### config.mk
export PLATFORM = sky130hd
export DESIGN_NAME = ipls_device_flat
export DESIGN_NICKNAME = d
export VERILOG_FILES = /design/src/rtl/ipls_pkg.sv /design/src/rtl/ipls_link_if.sv /design/src/rtl/ipls_device.sv /design/src/flat_wrapper.sv
export SDC_FILE = /design/constraint.sdc
export NUM_CORES = 1
export LEC_CHECK = 0
export BUFFER_PORTS_ARGS = -buffer_cell sky130_fd_sc_hd__clkbuf_2
export CORE_MARGIN = 10
export CORE_UTILIZATION = 40
export DETAILED_ROUTE_END_ITERATION = 6
export SETUP_SLACK_MARGIN = 0.5
export SLEW_MARGIN = 20
export SYNTH_ARGS = -nofsm -noshare
export SYNTH_HDL_FRONTEND = slang
export SYNTH_SLANG_ARGS = --single-unit
### constraint.sdc
create_clock -name aclk -period 3.4 [get_ports aclk]
set_input_delay 0.68 -clock aclk [delete_from_list [all_inputs] [get_ports aclk]]
set_output_delay 0.68 -clock aclk [all_outputs]
set_load 0.01 [all_outputs]
### src/rtl/ipls_pkg.sv
// Purpose: shared constants for the power sequencer host and device ends
// Assumes: one 250 MHz clock shared by both ends
// Notes:   times are kept in their own units; cycle counts derive from them
package ipls_pkg;
	// ------------------------------------------------------------------
	// clock and timing
	// ------------------------------------------------------------------
	localparam int CLK_MHZ = 250;
	localparam int LED_WAIT_MS = 100;
	localparam int I2C_QUIET_MS = 100;
	localparam int PARK_LEAD_US = 500;
	localparam int LED_WAIT_CYC = LED_WAIT_MS * 1000 * CLK_MHZ;
	localparam int I2C_QUIET_CYC = I2C_QUIET_MS * 1000 * CLK_MHZ;
	localparam int PARK_LEAD_CYC = PARK_LEAD_US * CLK_MHZ;
	localparam int RST_HOLD_CYC = 16;
	localparam int TMR_W = 25;
	// ------------------------------------------------------------------
	// serial flash port
	// ------------------------------------------------------------------
	localparam int SPI_HALF = 4; // 31.25 MHz serial clock
	localparam logic [7:0] FLASH_CMD_READ = 8'h03;
	localparam logic [23:0] CFG_ADDR = 24'h000000;
	localparam int CFG_BYTES = 4;
	localparam logic [7:0] CFG_SIG = 8'ha5; // arbitrary signature value
	localparam int PULSE_CYC = 16;
	// ------------------------------------------------------------------
	// host register map (byte addresses) and fields
	// ------------------------------------------------------------------
	localparam int ADDR_W = 5;
	localparam logic [4:0] REG_CTRL = 5'h00;
	localparam logic [4:0] REG_STATUS = 5'h04;
	localparam logic [4:0] REG_IRQ_STATUS = 5'h08;
	localparam logic [4:0] REG_IRQ_CLEAR = 5'h0c;
	localparam logic [4:0] REG_IRQ_ENABLE = 5'h10;
	localparam int CTRL_RUN = 0;
	localparam int CTRL_LIGHT = 1;
	localparam int EV_INIT_DONE = 0;
	localparam int EV_ERROR = 1;
	localparam int EV_I2C_OPEN = 2;
	localparam int EV_POWER_OFF_OK = 3;
	localparam int EV_W = 4;
	localparam logic [1:0] RESP_OKAY = 2'h0;
	localparam logic [1:0] RESP_SLVERR = 2'h2;
endpackage
### src/rtl/ipls_link_if.sv
// Purpose: pins between the host/power manager and the display device
// Assumes: each three-state output carries its value and an enable
// Notes:   the bench reads the value and the enable of the three-state pins directly
`timescale 1ns/10ps
`default_nettype none
interface ipls_link_if;
	// driven by the host
	logic power_on_init_n;
	logic mirror_park_n;
	logic light_source_allow;
	// driven by the device; those with an enable are three-state while in reset
	logic mirror_power_on;
	logic mirror_power_on_oe;
	logic emitter_driver_on;
	logic emitter_driver_on_oe;
	logic [1:0] emitter_select;
	logic emitter_select_oe;
	logic flash_serial_clock;
	logic flash_serial_clock_oe;
	logic flash_serial_out;
	logic flash_serial_out_oe;
	logic flash_select_n;
	logic flash_select_n_oe;
	logic companion_select_n;
	logic init_done_irq_pin;
	// driven by the flash
	logic flash_serial_in;

	modport dev (
		input power_on_init_n, mirror_park_n, light_source_allow,
		input flash_serial_in,
		output mirror_power_on, mirror_power_on_oe,
		output emitter_driver_on, emitter_driver_on_oe,
		output emitter_select, emitter_select_oe,
		output flash_serial_clock, flash_serial_clock_oe,
		output flash_serial_out, flash_serial_out_oe,
		output flash_select_n, flash_select_n_oe,
		output companion_select_n, init_done_irq_pin
	);
	modport host (
		output power_on_init_n, mirror_park_n, light_source_allow,
		input init_done_irq_pin
	);
endinterface
`default_nettype wire

### src/rtl/ipls_device.sv
// Purpose: device end: self-configuration from flash, light gating
// Assumes: pins from the host are asynchronous and synchronised here
// Notes:   the init pin pulses once when done, again on a config error
`timescale 1ns/10ps
`default_nettype none
// Operation
// - configuration starts on init line rising
// - host releases init only with stable power
// - seven outputs float while init held low; six have enables here
// - host raises park before or soon after
// - host lowers park 500 us before power-off
// - light disallowed forces emitter outputs off
// - emitter outputs released 100 ms after allow
// - host waits 100 ms before control bus
// - flash selected by first active-low select
// - companion selected by second active-low select
// - command, address, data leave on serial out
// - init pin pulses done, later error pulse
module ipls_device
	import ipls_pkg::*;
#(
	parameter int LED_WAIT = LED_WAIT_CYC,
	parameter logic [7:0] SIGNATURE = CFG_SIG
) (
	// clock and reset
	input wire logic aclk,
	input wire logic aresetn,
	// link
	ipls_link_if.dev link,
	// user side
	input wire logic emitter_on_req,
	input wire logic [1:0] emitter_sel_req,
	output logic cfg_done,
	output logic cfg_error,
	output logic [7:0] cfg_value
);
	// ------------------------------------------------------------------
	// state
	// ------------------------------------------------------------------
	typedef enum logic [2:0] {
		S_IDLE = 3'h0,
		S_SEND = 3'h1,
		S_READ = 3'h3,
		S_COMP = 3'h2,
		S_DONE = 3'h6,
		S_RUN = 3'h7,
		S_ERRP = 3'h5
	} ipls_dev_st_t;

	typedef struct packed {
		logic rst_s1, rst_s2, rst_s3;
		logic allow_s1, allow_s2;
		logic park_s1, park_s2;
		logic miso_s1, miso_s2;
		ipls_dev_st_t st;
		logic [3:0] div;
		logic sck;
		logic mosi;
		logic cs0_act, cs1_act;
		logic [4:0] bits;
		logic [7:0] bytes;
		logic [31:0] sh;
		logic [7:0] cfg;
		logic err, err_sent;
		logic [7:0] pcnt;
		logic pin;
		logic [TMR_W-1:0] led_cnt;
		logic led_ok;
		logic mirror, em_on;
		logic [1:0] em_sel;
	} ipls_dev_t;

	localparam logic [3:0] DIV_HALF = 4'(SPI_HALF);
	localparam logic [3:0] DIV_LAST = 4'(2 * SPI_HALF - 1);
	localparam logic [4:0] CMD_LAST = 5'h1f;
	localparam logic [4:0] BYTE_LAST = 5'h07;
	localparam logic [7:0] LAST_BYTE = 8'(CFG_BYTES - 1);
	localparam logic [7:0] PULSE_LAST = 8'(PULSE_CYC - 1);
	localparam logic [TMR_W-1:0] LED_LAST = TMR_W'(LED_WAIT - 1);

	ipls_dev_t r_reg, r_next;

	function automatic logic in_serial(input ipls_dev_st_t s);
		in_serial = (s == S_SEND) || (s == S_READ) || (s == S_COMP);
	endfunction

	function automatic logic configured(input ipls_dev_st_t s);
		configured = (s == S_RUN) || (s == S_ERRP);
	endfunction

	// ------------------------------------------------------------------
	// next state
	// ------------------------------------------------------------------
	// one pass computes every field; reset of the link dominates at the end
	always_comb begin
		logic bit_end;
		logic [7:0] rx;
		r_next = r_reg;
		bit_end = (r_reg.div == DIV_LAST);
		rx = {r_reg.sh[6:0], r_reg.miso_s2};
		// two-stage synchronisers for every pin from outside
		r_next.rst_s1 = link.power_on_init_n;
		r_next.rst_s2 = r_reg.rst_s1;
		r_next.rst_s3 = r_reg.rst_s2;
		r_next.allow_s1 = link.light_source_allow;
		r_next.allow_s2 = r_reg.allow_s1;
		r_next.park_s1 = link.mirror_park_n;
		r_next.park_s2 = r_reg.park_s1;
		r_next.miso_s1 = link.flash_serial_in;
		r_next.miso_s2 = r_reg.miso_s1;

		// light settle timer restarts on every low of the allow input
		if (!r_reg.allow_s2) begin
			r_next.led_cnt = '0;
			r_next.led_ok = 1'b0;
		end else if (!r_reg.led_ok) begin
			if (r_reg.led_cnt == LED_LAST) begin
				r_next.led_ok = 1'b1;
			end else begin
				r_next.led_cnt = r_reg.led_cnt + 1'b1;
			end
		end

		// serial clock divider, low half first so data leads the edge
		if (in_serial(r_reg.st)) begin
			r_next.div = bit_end ? '0 : r_reg.div + 1'b1;
		end else begin
			r_next.div = '0;
		end

		case (r_reg.st)
			S_IDLE: begin
				if (r_reg.rst_s2 && !r_reg.rst_s3) begin
					r_next.st = S_SEND;
					r_next.cs0_act = 1'b1;
					r_next.sh = {FLASH_CMD_READ, CFG_ADDR};
					r_next.bits = '0;
				end
			end
			S_SEND: begin
				if (bit_end) begin
					r_next.sh = {r_reg.sh[30:0], 1'b0};
					r_next.bits = r_reg.bits + 1'b1;
					if (r_reg.bits == CMD_LAST) begin
						r_next.st = S_READ;
						r_next.bits = '0;
						r_next.bytes = '0;
					end
				end
			end
			S_READ: begin
				if (bit_end) begin
					r_next.sh = {r_reg.sh[30:0], r_reg.miso_s2};
					r_next.bits = r_reg.bits + 1'b1;
					if (r_reg.bits == BYTE_LAST) begin
						r_next.bits = '0;
						r_next.bytes = r_reg.bytes + 1'b1;
						r_next.cfg = rx;
						if (r_reg.bytes == '0 && rx != SIGNATURE) begin
							r_next.err = 1'b1;
						end
						// last byte is forwarded to the companion
						if (r_reg.bytes == LAST_BYTE) begin
							r_next.cs0_act = 1'b0;
							r_next.cs1_act = 1'b1;
							r_next.sh = {rx, 24'h000000};
							r_next.st = S_COMP;
						end
					end
				end
			end
			S_COMP: begin
				if (bit_end) begin
					r_next.sh = {r_reg.sh[30:0], 1'b0};
					r_next.bits = r_reg.bits + 1'b1;
					if (r_reg.bits == BYTE_LAST) begin
						r_next.cs1_act = 1'b0;
						r_next.st = S_DONE;
						r_next.pin = 1'b1;
						r_next.pcnt = '0;
					end
				end
			end
			S_DONE: begin
				r_next.pcnt = r_reg.pcnt + 1'b1;
				if (r_reg.pcnt == PULSE_LAST) begin
					r_next.pin = 1'b0;
					r_next.pcnt = '0;
					r_next.st = S_RUN;
				end
			end
			S_RUN: begin
				// a low gap keeps the error pulse apart from the done pulse
				if (r_reg.err && !r_reg.err_sent) begin
					r_next.pcnt = r_reg.pcnt + 1'b1;
					if (r_reg.pcnt == PULSE_LAST) begin
						r_next.pin = 1'b1;
						r_next.pcnt = '0;
						r_next.st = S_ERRP;
					end
				end
			end
			S_ERRP: begin
				r_next.pcnt = r_reg.pcnt + 1'b1;
				if (r_reg.pcnt == PULSE_LAST) begin
					r_next.pin = 1'b0;
					r_next.err_sent = 1'b1;
					r_next.st = S_RUN;
				end
			end
			default: begin
				r_next.st = S_IDLE;
			end
		endcase

		// registered pin values, mode 0: data changes with the falling edge
		r_next.sck = in_serial(r_next.st) && (r_next.div >= DIV_HALF);
		r_next.mosi = ((r_next.st == S_SEND) || (r_next.st == S_COMP)) &&
			r_next.sh[31];
		r_next.mirror = configured(r_next.st) && r_reg.park_s2;
		r_next.em_on = configured(r_next.st) && r_reg.allow_s2 &&
			r_next.led_ok && emitter_on_req;
		r_next.em_sel = (configured(r_next.st) && r_reg.allow_s2 &&
			r_next.led_ok) ? emitter_sel_req : 2'h0;

		// init line held low: abandon everything and wait for its rise
		if (!r_reg.rst_s2) begin
			r_next.st = S_IDLE;
			r_next.div = '0;
			r_next.sck = 1'b0;
			r_next.mosi = 1'b0;
			r_next.cs0_act = 1'b0;
			r_next.cs1_act = 1'b0;
			r_next.err = 1'b0;
			r_next.err_sent = 1'b0;
			r_next.pcnt = '0;
			r_next.pin = 1'b0;
			r_next.mirror = 1'b0;
			r_next.em_on = 1'b0;
			r_next.em_sel = 2'h0;
		end
	end

	// state register
	always_ff @(posedge aclk) begin
		if (!aresetn) begin
			r_reg <= '0;
		end else begin
			r_reg <= r_next;
		end
	end

	// ------------------------------------------------------------------
	// outputs
	// ------------------------------------------------------------------
	// enables follow the synchronised init line, two cycles behind the pin
	assign link.mirror_power_on_oe = r_reg.rst_s2;
	assign link.emitter_driver_on_oe = r_reg.rst_s2;
	assign link.emitter_select_oe = r_reg.rst_s2;
	assign link.flash_serial_clock_oe = r_reg.rst_s2;
	assign link.flash_serial_out_oe = r_reg.rst_s2;
	assign link.flash_select_n_oe = r_reg.rst_s2;
	assign link.mirror_power_on = r_reg.mirror;
	assign link.emitter_driver_on = r_reg.em_on;
	assign link.emitter_select = r_reg.em_sel;
	assign link.flash_serial_clock = r_reg.sck;
	assign link.flash_serial_out = r_reg.mosi;
	assign link.flash_select_n = ~r_reg.cs0_act;
	assign link.companion_select_n = ~r_reg.cs1_act;
	assign link.init_done_irq_pin = r_reg.pin;
	assign cfg_done = configured(r_reg.st);
	assign cfg_error = r_reg.err;
	assign cfg_value = r_reg.cfg;
endmodule // ipls_device
`default_nettype wire

### src/flat_wrapper.sv
// flat-port wrapper written by rule: the top's interface ports become plain ports
module ipls_device_flat import ipls_pkg::*;
#(
	parameter int LED_WAIT = LED_WAIT_CYC,
	parameter logic [7:0] SIGNATURE = CFG_SIG
)
  (aclk, aresetn, emitter_on_req, emitter_sel_req, cfg_done, cfg_error, cfg_value, link_power_on_init_n, link_mirror_park_n, link_light_source_allow, link_flash_serial_in, link_mirror_power_on, link_mirror_power_on_oe, link_emitter_driver_on, link_emitter_driver_on_oe, link_emitter_select, link_emitter_select_oe, link_flash_serial_clock, link_flash_serial_clock_oe, link_flash_serial_out, link_flash_serial_out_oe, link_flash_select_n, link_flash_select_n_oe, link_companion_select_n, link_init_done_irq_pin);
  ipls_link_if link_i ();
  input wire logic aclk;
  input wire logic aresetn;
  input wire logic emitter_on_req;
  input wire logic [1:0] emitter_sel_req;
  output logic cfg_done;
  output logic cfg_error;
  output logic [7:0] cfg_value;
  input wire logic [$bits(link_i.power_on_init_n)-1:0] link_power_on_init_n;
  input wire logic [$bits(link_i.mirror_park_n)-1:0] link_mirror_park_n;
  input wire logic [$bits(link_i.light_source_allow)-1:0] link_light_source_allow;
  input wire logic [$bits(link_i.flash_serial_in)-1:0] link_flash_serial_in;
  output wire logic [$bits(link_i.mirror_power_on)-1:0] link_mirror_power_on;
  output wire logic [$bits(link_i.mirror_power_on_oe)-1:0] link_mirror_power_on_oe;
  output wire logic [$bits(link_i.emitter_driver_on)-1:0] link_emitter_driver_on;
  output wire logic [$bits(link_i.emitter_driver_on_oe)-1:0] link_emitter_driver_on_oe;
  output wire logic [$bits(link_i.emitter_select)-1:0] link_emitter_select;
  output wire logic [$bits(link_i.emitter_select_oe)-1:0] link_emitter_select_oe;
  output wire logic [$bits(link_i.flash_serial_clock)-1:0] link_flash_serial_clock;
  output wire logic [$bits(link_i.flash_serial_clock_oe)-1:0] link_flash_serial_clock_oe;
  output wire logic [$bits(link_i.flash_serial_out)-1:0] link_flash_serial_out;
  output wire logic [$bits(link_i.flash_serial_out_oe)-1:0] link_flash_serial_out_oe;
  output wire logic [$bits(link_i.flash_select_n)-1:0] link_flash_select_n;
  output wire logic [$bits(link_i.flash_select_n_oe)-1:0] link_flash_select_n_oe;
  output wire logic [$bits(link_i.companion_select_n)-1:0] link_companion_select_n;
  output wire logic [$bits(link_i.init_done_irq_pin)-1:0] link_init_done_irq_pin;
  assign link_i.power_on_init_n = link_power_on_init_n;
  assign link_i.mirror_park_n = link_mirror_park_n;
  assign link_i.light_source_allow = link_light_source_allow;
  assign link_i.flash_serial_in = link_flash_serial_in;
  assign link_mirror_power_on = link_i.mirror_power_on;
  assign link_mirror_power_on_oe = link_i.mirror_power_on_oe;
  assign link_emitter_driver_on = link_i.emitter_driver_on;
  assign link_emitter_driver_on_oe = link_i.emitter_driver_on_oe;
  assign link_emitter_select = link_i.emitter_select;
  assign link_emitter_select_oe = link_i.emitter_select_oe;
  assign link_flash_serial_clock = link_i.flash_serial_clock;
  assign link_flash_serial_clock_oe = link_i.flash_serial_clock_oe;
  assign link_flash_serial_out = link_i.flash_serial_out;
  assign link_flash_serial_out_oe = link_i.flash_serial_out_oe;
  assign link_flash_select_n = link_i.flash_select_n;
  assign link_flash_select_n_oe = link_i.flash_select_n_oe;
  assign link_companion_select_n = link_i.companion_select_n;
  assign link_init_done_irq_pin = link_i.init_done_irq_pin;
  ipls_device #(.LED_WAIT(LED_WAIT), .SIGNATURE(SIGNATURE)) u_core (.aclk(aclk), .aresetn(aresetn), .link(link_i), .emitter_on_req(emitter_on_req), .emitter_sel_req(emitter_sel_req), .cfg_done(cfg_done), .cfg_error(cfg_error), .cfg_value(cfg_value));
endmodule
==> reports/metrics.json <==
{
  "endpoint_kind": "flip-flop",
  "synth.area.top_cells": "dfxtp_1 45%, nand2_1 4.6%, nor2_1 4.3%, a22oi_1 3.6%, a21oi_1 3.4%",
  "final.setup.worst_slack_ns": 0.828,
  "syn_nets": 603,
  "finalCoreUtilization": 0.464,
  "power.combinational.fraction": 0.016,
  "setup_viol_count_final": 0,
  "postCtsSetupRepairBufs": 0,
  "post-route-period-util": 0.756,
  "switching_share": 0.195,
  "final_net_count": 617,
  "wire_length_of_the_first_global_routing_pass_mm": 18.9,
  "synth_area_sq_um": 5050,
  "skew_ns": 0.00978,
  "cts_htree_levels": 4,
  "regToRegEndpoint": "u_core.r_reg[38]",
  "slew_headroom": 0.305,
  "cts_num_sinks": 114,
  "areaGrowthSynthToFinish_pct": 14.9,
  "p_int_mw": 2.49,
  "yosys_warnings": 0,
  "power.sequential.fraction": 0.438,
  "leakagePower_nw": 2.02,
  "cts_inserted_buffers": 17,
  "cap_viol_max_count": 0,
  "timing.critical_path.fanout_max": 16,
  "pre_cts_ws_ns": 0.802,
  "drt_first_iter_violations": 312,
  "period_needed_ns": 2.57,
  "ys_ff_latch": 114,
  "drc": 0,
  "io_buffers": 33,
  "synth_edf_count": 0,
  "share_of_cells_above_drive_strength_1": 0.131,
  "rows": 41,
  "synth_cells": 587,
  "first_global_vias": 4091,
  "power.share.clock": 0.545,
  "globalRouteTotalUtil": 0.127,
  "max_clock_freq_ghz": 0.389,
  "grt_antenna_before_repair": 0,
  "yosys_most_used_dff": "dfxtp_1",
  "tns_ns": 0,
  "final.hold.worst_slack_ns": 0.418,
  "worst_hold_path_type": "reg2reg",
  "route.detailed.wl_per_inst_microns": 13.7,
  "synth.lib_cells_used.distinct": 67,
  "post_layout_nonfiller_instances": 784,
  "crit_required_ns": 3.73,
  "synth_seq_area_share": 0.452,
  "totalPowerFinal_mw": 3.09,
  "place_congestion": 0.804,
  "vias": 4166,
  "final_max_slew_viol_count": 0,
  "worst_slew_pin_slew_ns": 1.04,
  "clk_root_buffer_cell": "clkbuf_16",
  "critPathCapture": "u_core.r_reg[38]",
  "io_pins": 34,
  "place_inst": 754,
  "design.core.area_sq_um": 12500,
  "cts.reportedPaths.clkPinSlew_ns": 0.05,
  "grt_start_max_net_pins": 31,
  "crit_type": "reg2reg",
  "floorplan.initialDensity": 0.404,
  "outcome": "completed",
  "route.antenna.remaining_nets": 0,
  "cts_tree": "built",
  "post_synth.cell_area_avg_sq_um": 8.61,
  "synth.top_cell.area_share": 0.452,
  "power-per-cell-area_nw_per_um2": 532,
  "timing.critical_path.from_type": "flip-flop",
  "total_switching_power_uw": 604,
  "synth-async-reset-ratio": 0,
  "synthTopCellsByCount": "114 x dfxtp_1, 62 x nand2_1, 58 x nor2_1, 34 x a21oi_1, 27 x o21ai_0",
  "timing.reg2reg.setup_slack_ns": 0.83,
  "post-synth-top-count-cell": "dfxtp_1",
  "die_h_microns": 132,
  "vdd_ir_drop_max_v": 0.000348,
  "largest_reg_flops": 93,
  "hold_viol_final": 0,
  "timing.rr.start": "u_core.r_reg[89]",
  "floorplan.die_area_sq_um": 17500,
  "critPathArrivalTime_ns": 2.91,
  "rr_worst_depth": 6,
  "num_antenna_cells": 0,
  "count_of_tritonroute_iterations_in_the_first_routing_pass": 4,
  "worst_skew_pair.late_latency_ns": 0.41,
  "drt-vias-per-instance": 5.31,
  "clockBufferDepth": 2,
  "yosys.area.top_type": "dfxtp_1",
  "die_w_microns": 132,
  "route.final.wire_length_mm": 10.8,
  "worstSetupStartpoint": "u_core.r_reg[89]",
  "dpl-instance-area_sq_um": 5250,
  "globalRoute.totalOverflow": 0,
  "hpwlAfterDp_mm": 7.49,
  "grt_setup_unrepaired": "false",
  "layout.cell_area.non_filler_sq_um": 5810
}
==> critical path: stages (launching register included) <==
cell and delay (ns):
dfxtp_1 0.36, ha_1 0.23, and4bb_1 0.53, a21o_1 0.19
o211ai_1 0.40, or4_1 0.63, a21oi_1 0.16
==> layer usage <==
| metal | global-route usage | up-vias | part of all wire |
|---|---|---|---|
| met5 | 0 | - | 0 |
| met4 | 0.0483 | 0 | 0.012 |
| met3 | 0.0438 | 11 | 0.046 |
| met2 | 0.205 | 71 | 0.48 |
| met1 | 0.153 | 1951 | 0.47 |
| li1 | - | 2133 | - |
==> worst min path at each step <==
stage                            from                     endpoint  slack (ns)  cells after the start
finish              u_core.r_reg[107]  u_core.link.mirror_power_on        0.42                      2
global route        u_core.r_reg[107]  u_core.link.mirror_power_on        0.43                      2
detailed placement  u_core.r_reg[107]  u_core.link.mirror_power_on        0.41                      2
floorplan           u_core.r_reg[107]  u_core.link.mirror_power_on        0.40                      2
CTS                 u_core.r_reg[107]  u_core.link.mirror_power_on        0.42                      2
global placement    u_core.r_reg[107]  u_core.link.mirror_power_on        0.41                      2
==> cell families (layout without fill, tap and decap cells) <==
kind of cell | Yosys count | count (layout) | synth area share
xor gates and xnor gates | 18 | 18 | 0.0312
adders and majority gates | 7 | 7 | 0.0173
and+or+nand+nor | 250 | 250 | 0.261
DFF | 114 | 114 | 0.452
muxes | 1 | 1 | 0.00198
buffers and inverters | 61 | 86 | 0.0607
AOI/OAI and AO/OA | 136 | 136 | 0.176
==> area by class of cell <==
| type | instances | area [sq um] |
|---|---|---|
| Clock buffer | 24 | 482 |
| Clock inverter | 6 | 80.1 |
| Fill cell | 1239 | 6710 |
| Inverter | 16 | 60.1 |
| Multi-Input combinational cell | 412 | 2470 |
| Sequential cell | 114 | 2280 |
| Tap cell | 172 | 215 |
| Timing Repair Buffer | 40 | 218 |
==> power by group through the flow <==
| stage | Combinational, mW | Clock [mW] | Sequential [mW] |
|---|---|---|---|
| finish | 0.0509 | 1.69 | 1.35 |
| global route | 0.0571 | 1.79 | 1.35 |
| CTS | 0.0519 | 1.72 | 1.35 |
| detailed placement | 0.0517 | 0 | 1.38 |
| global placement | 0.0510 | 0 | 1.38 |
| floorplan | 0.0369 | 0 | 1.38 |
==> cell usage in the layout, fill, tap and decap left out, types with 12 or more instances in the layout <==
cell type  count
nand2_1       62
or3_1         14
nand3_1       15
inv_1         14
o21ai_0       26
xnor2_1       13
dfxtp_1      114
nor2_1        58
clkbuf_2      33
nand4_1       12
a22oi_1       24
and2_1        15
a21oi_1       34
clkbuf_16     17
==> repair_timing <==
action | in CTS | in global routing
hold endpoints to repair | 0 | 0
resized for setup | 0 | 1
setup endpoints to repair | 0 | 4
hold buffers | 0 | 0
(Power assumes the default switching activity.)
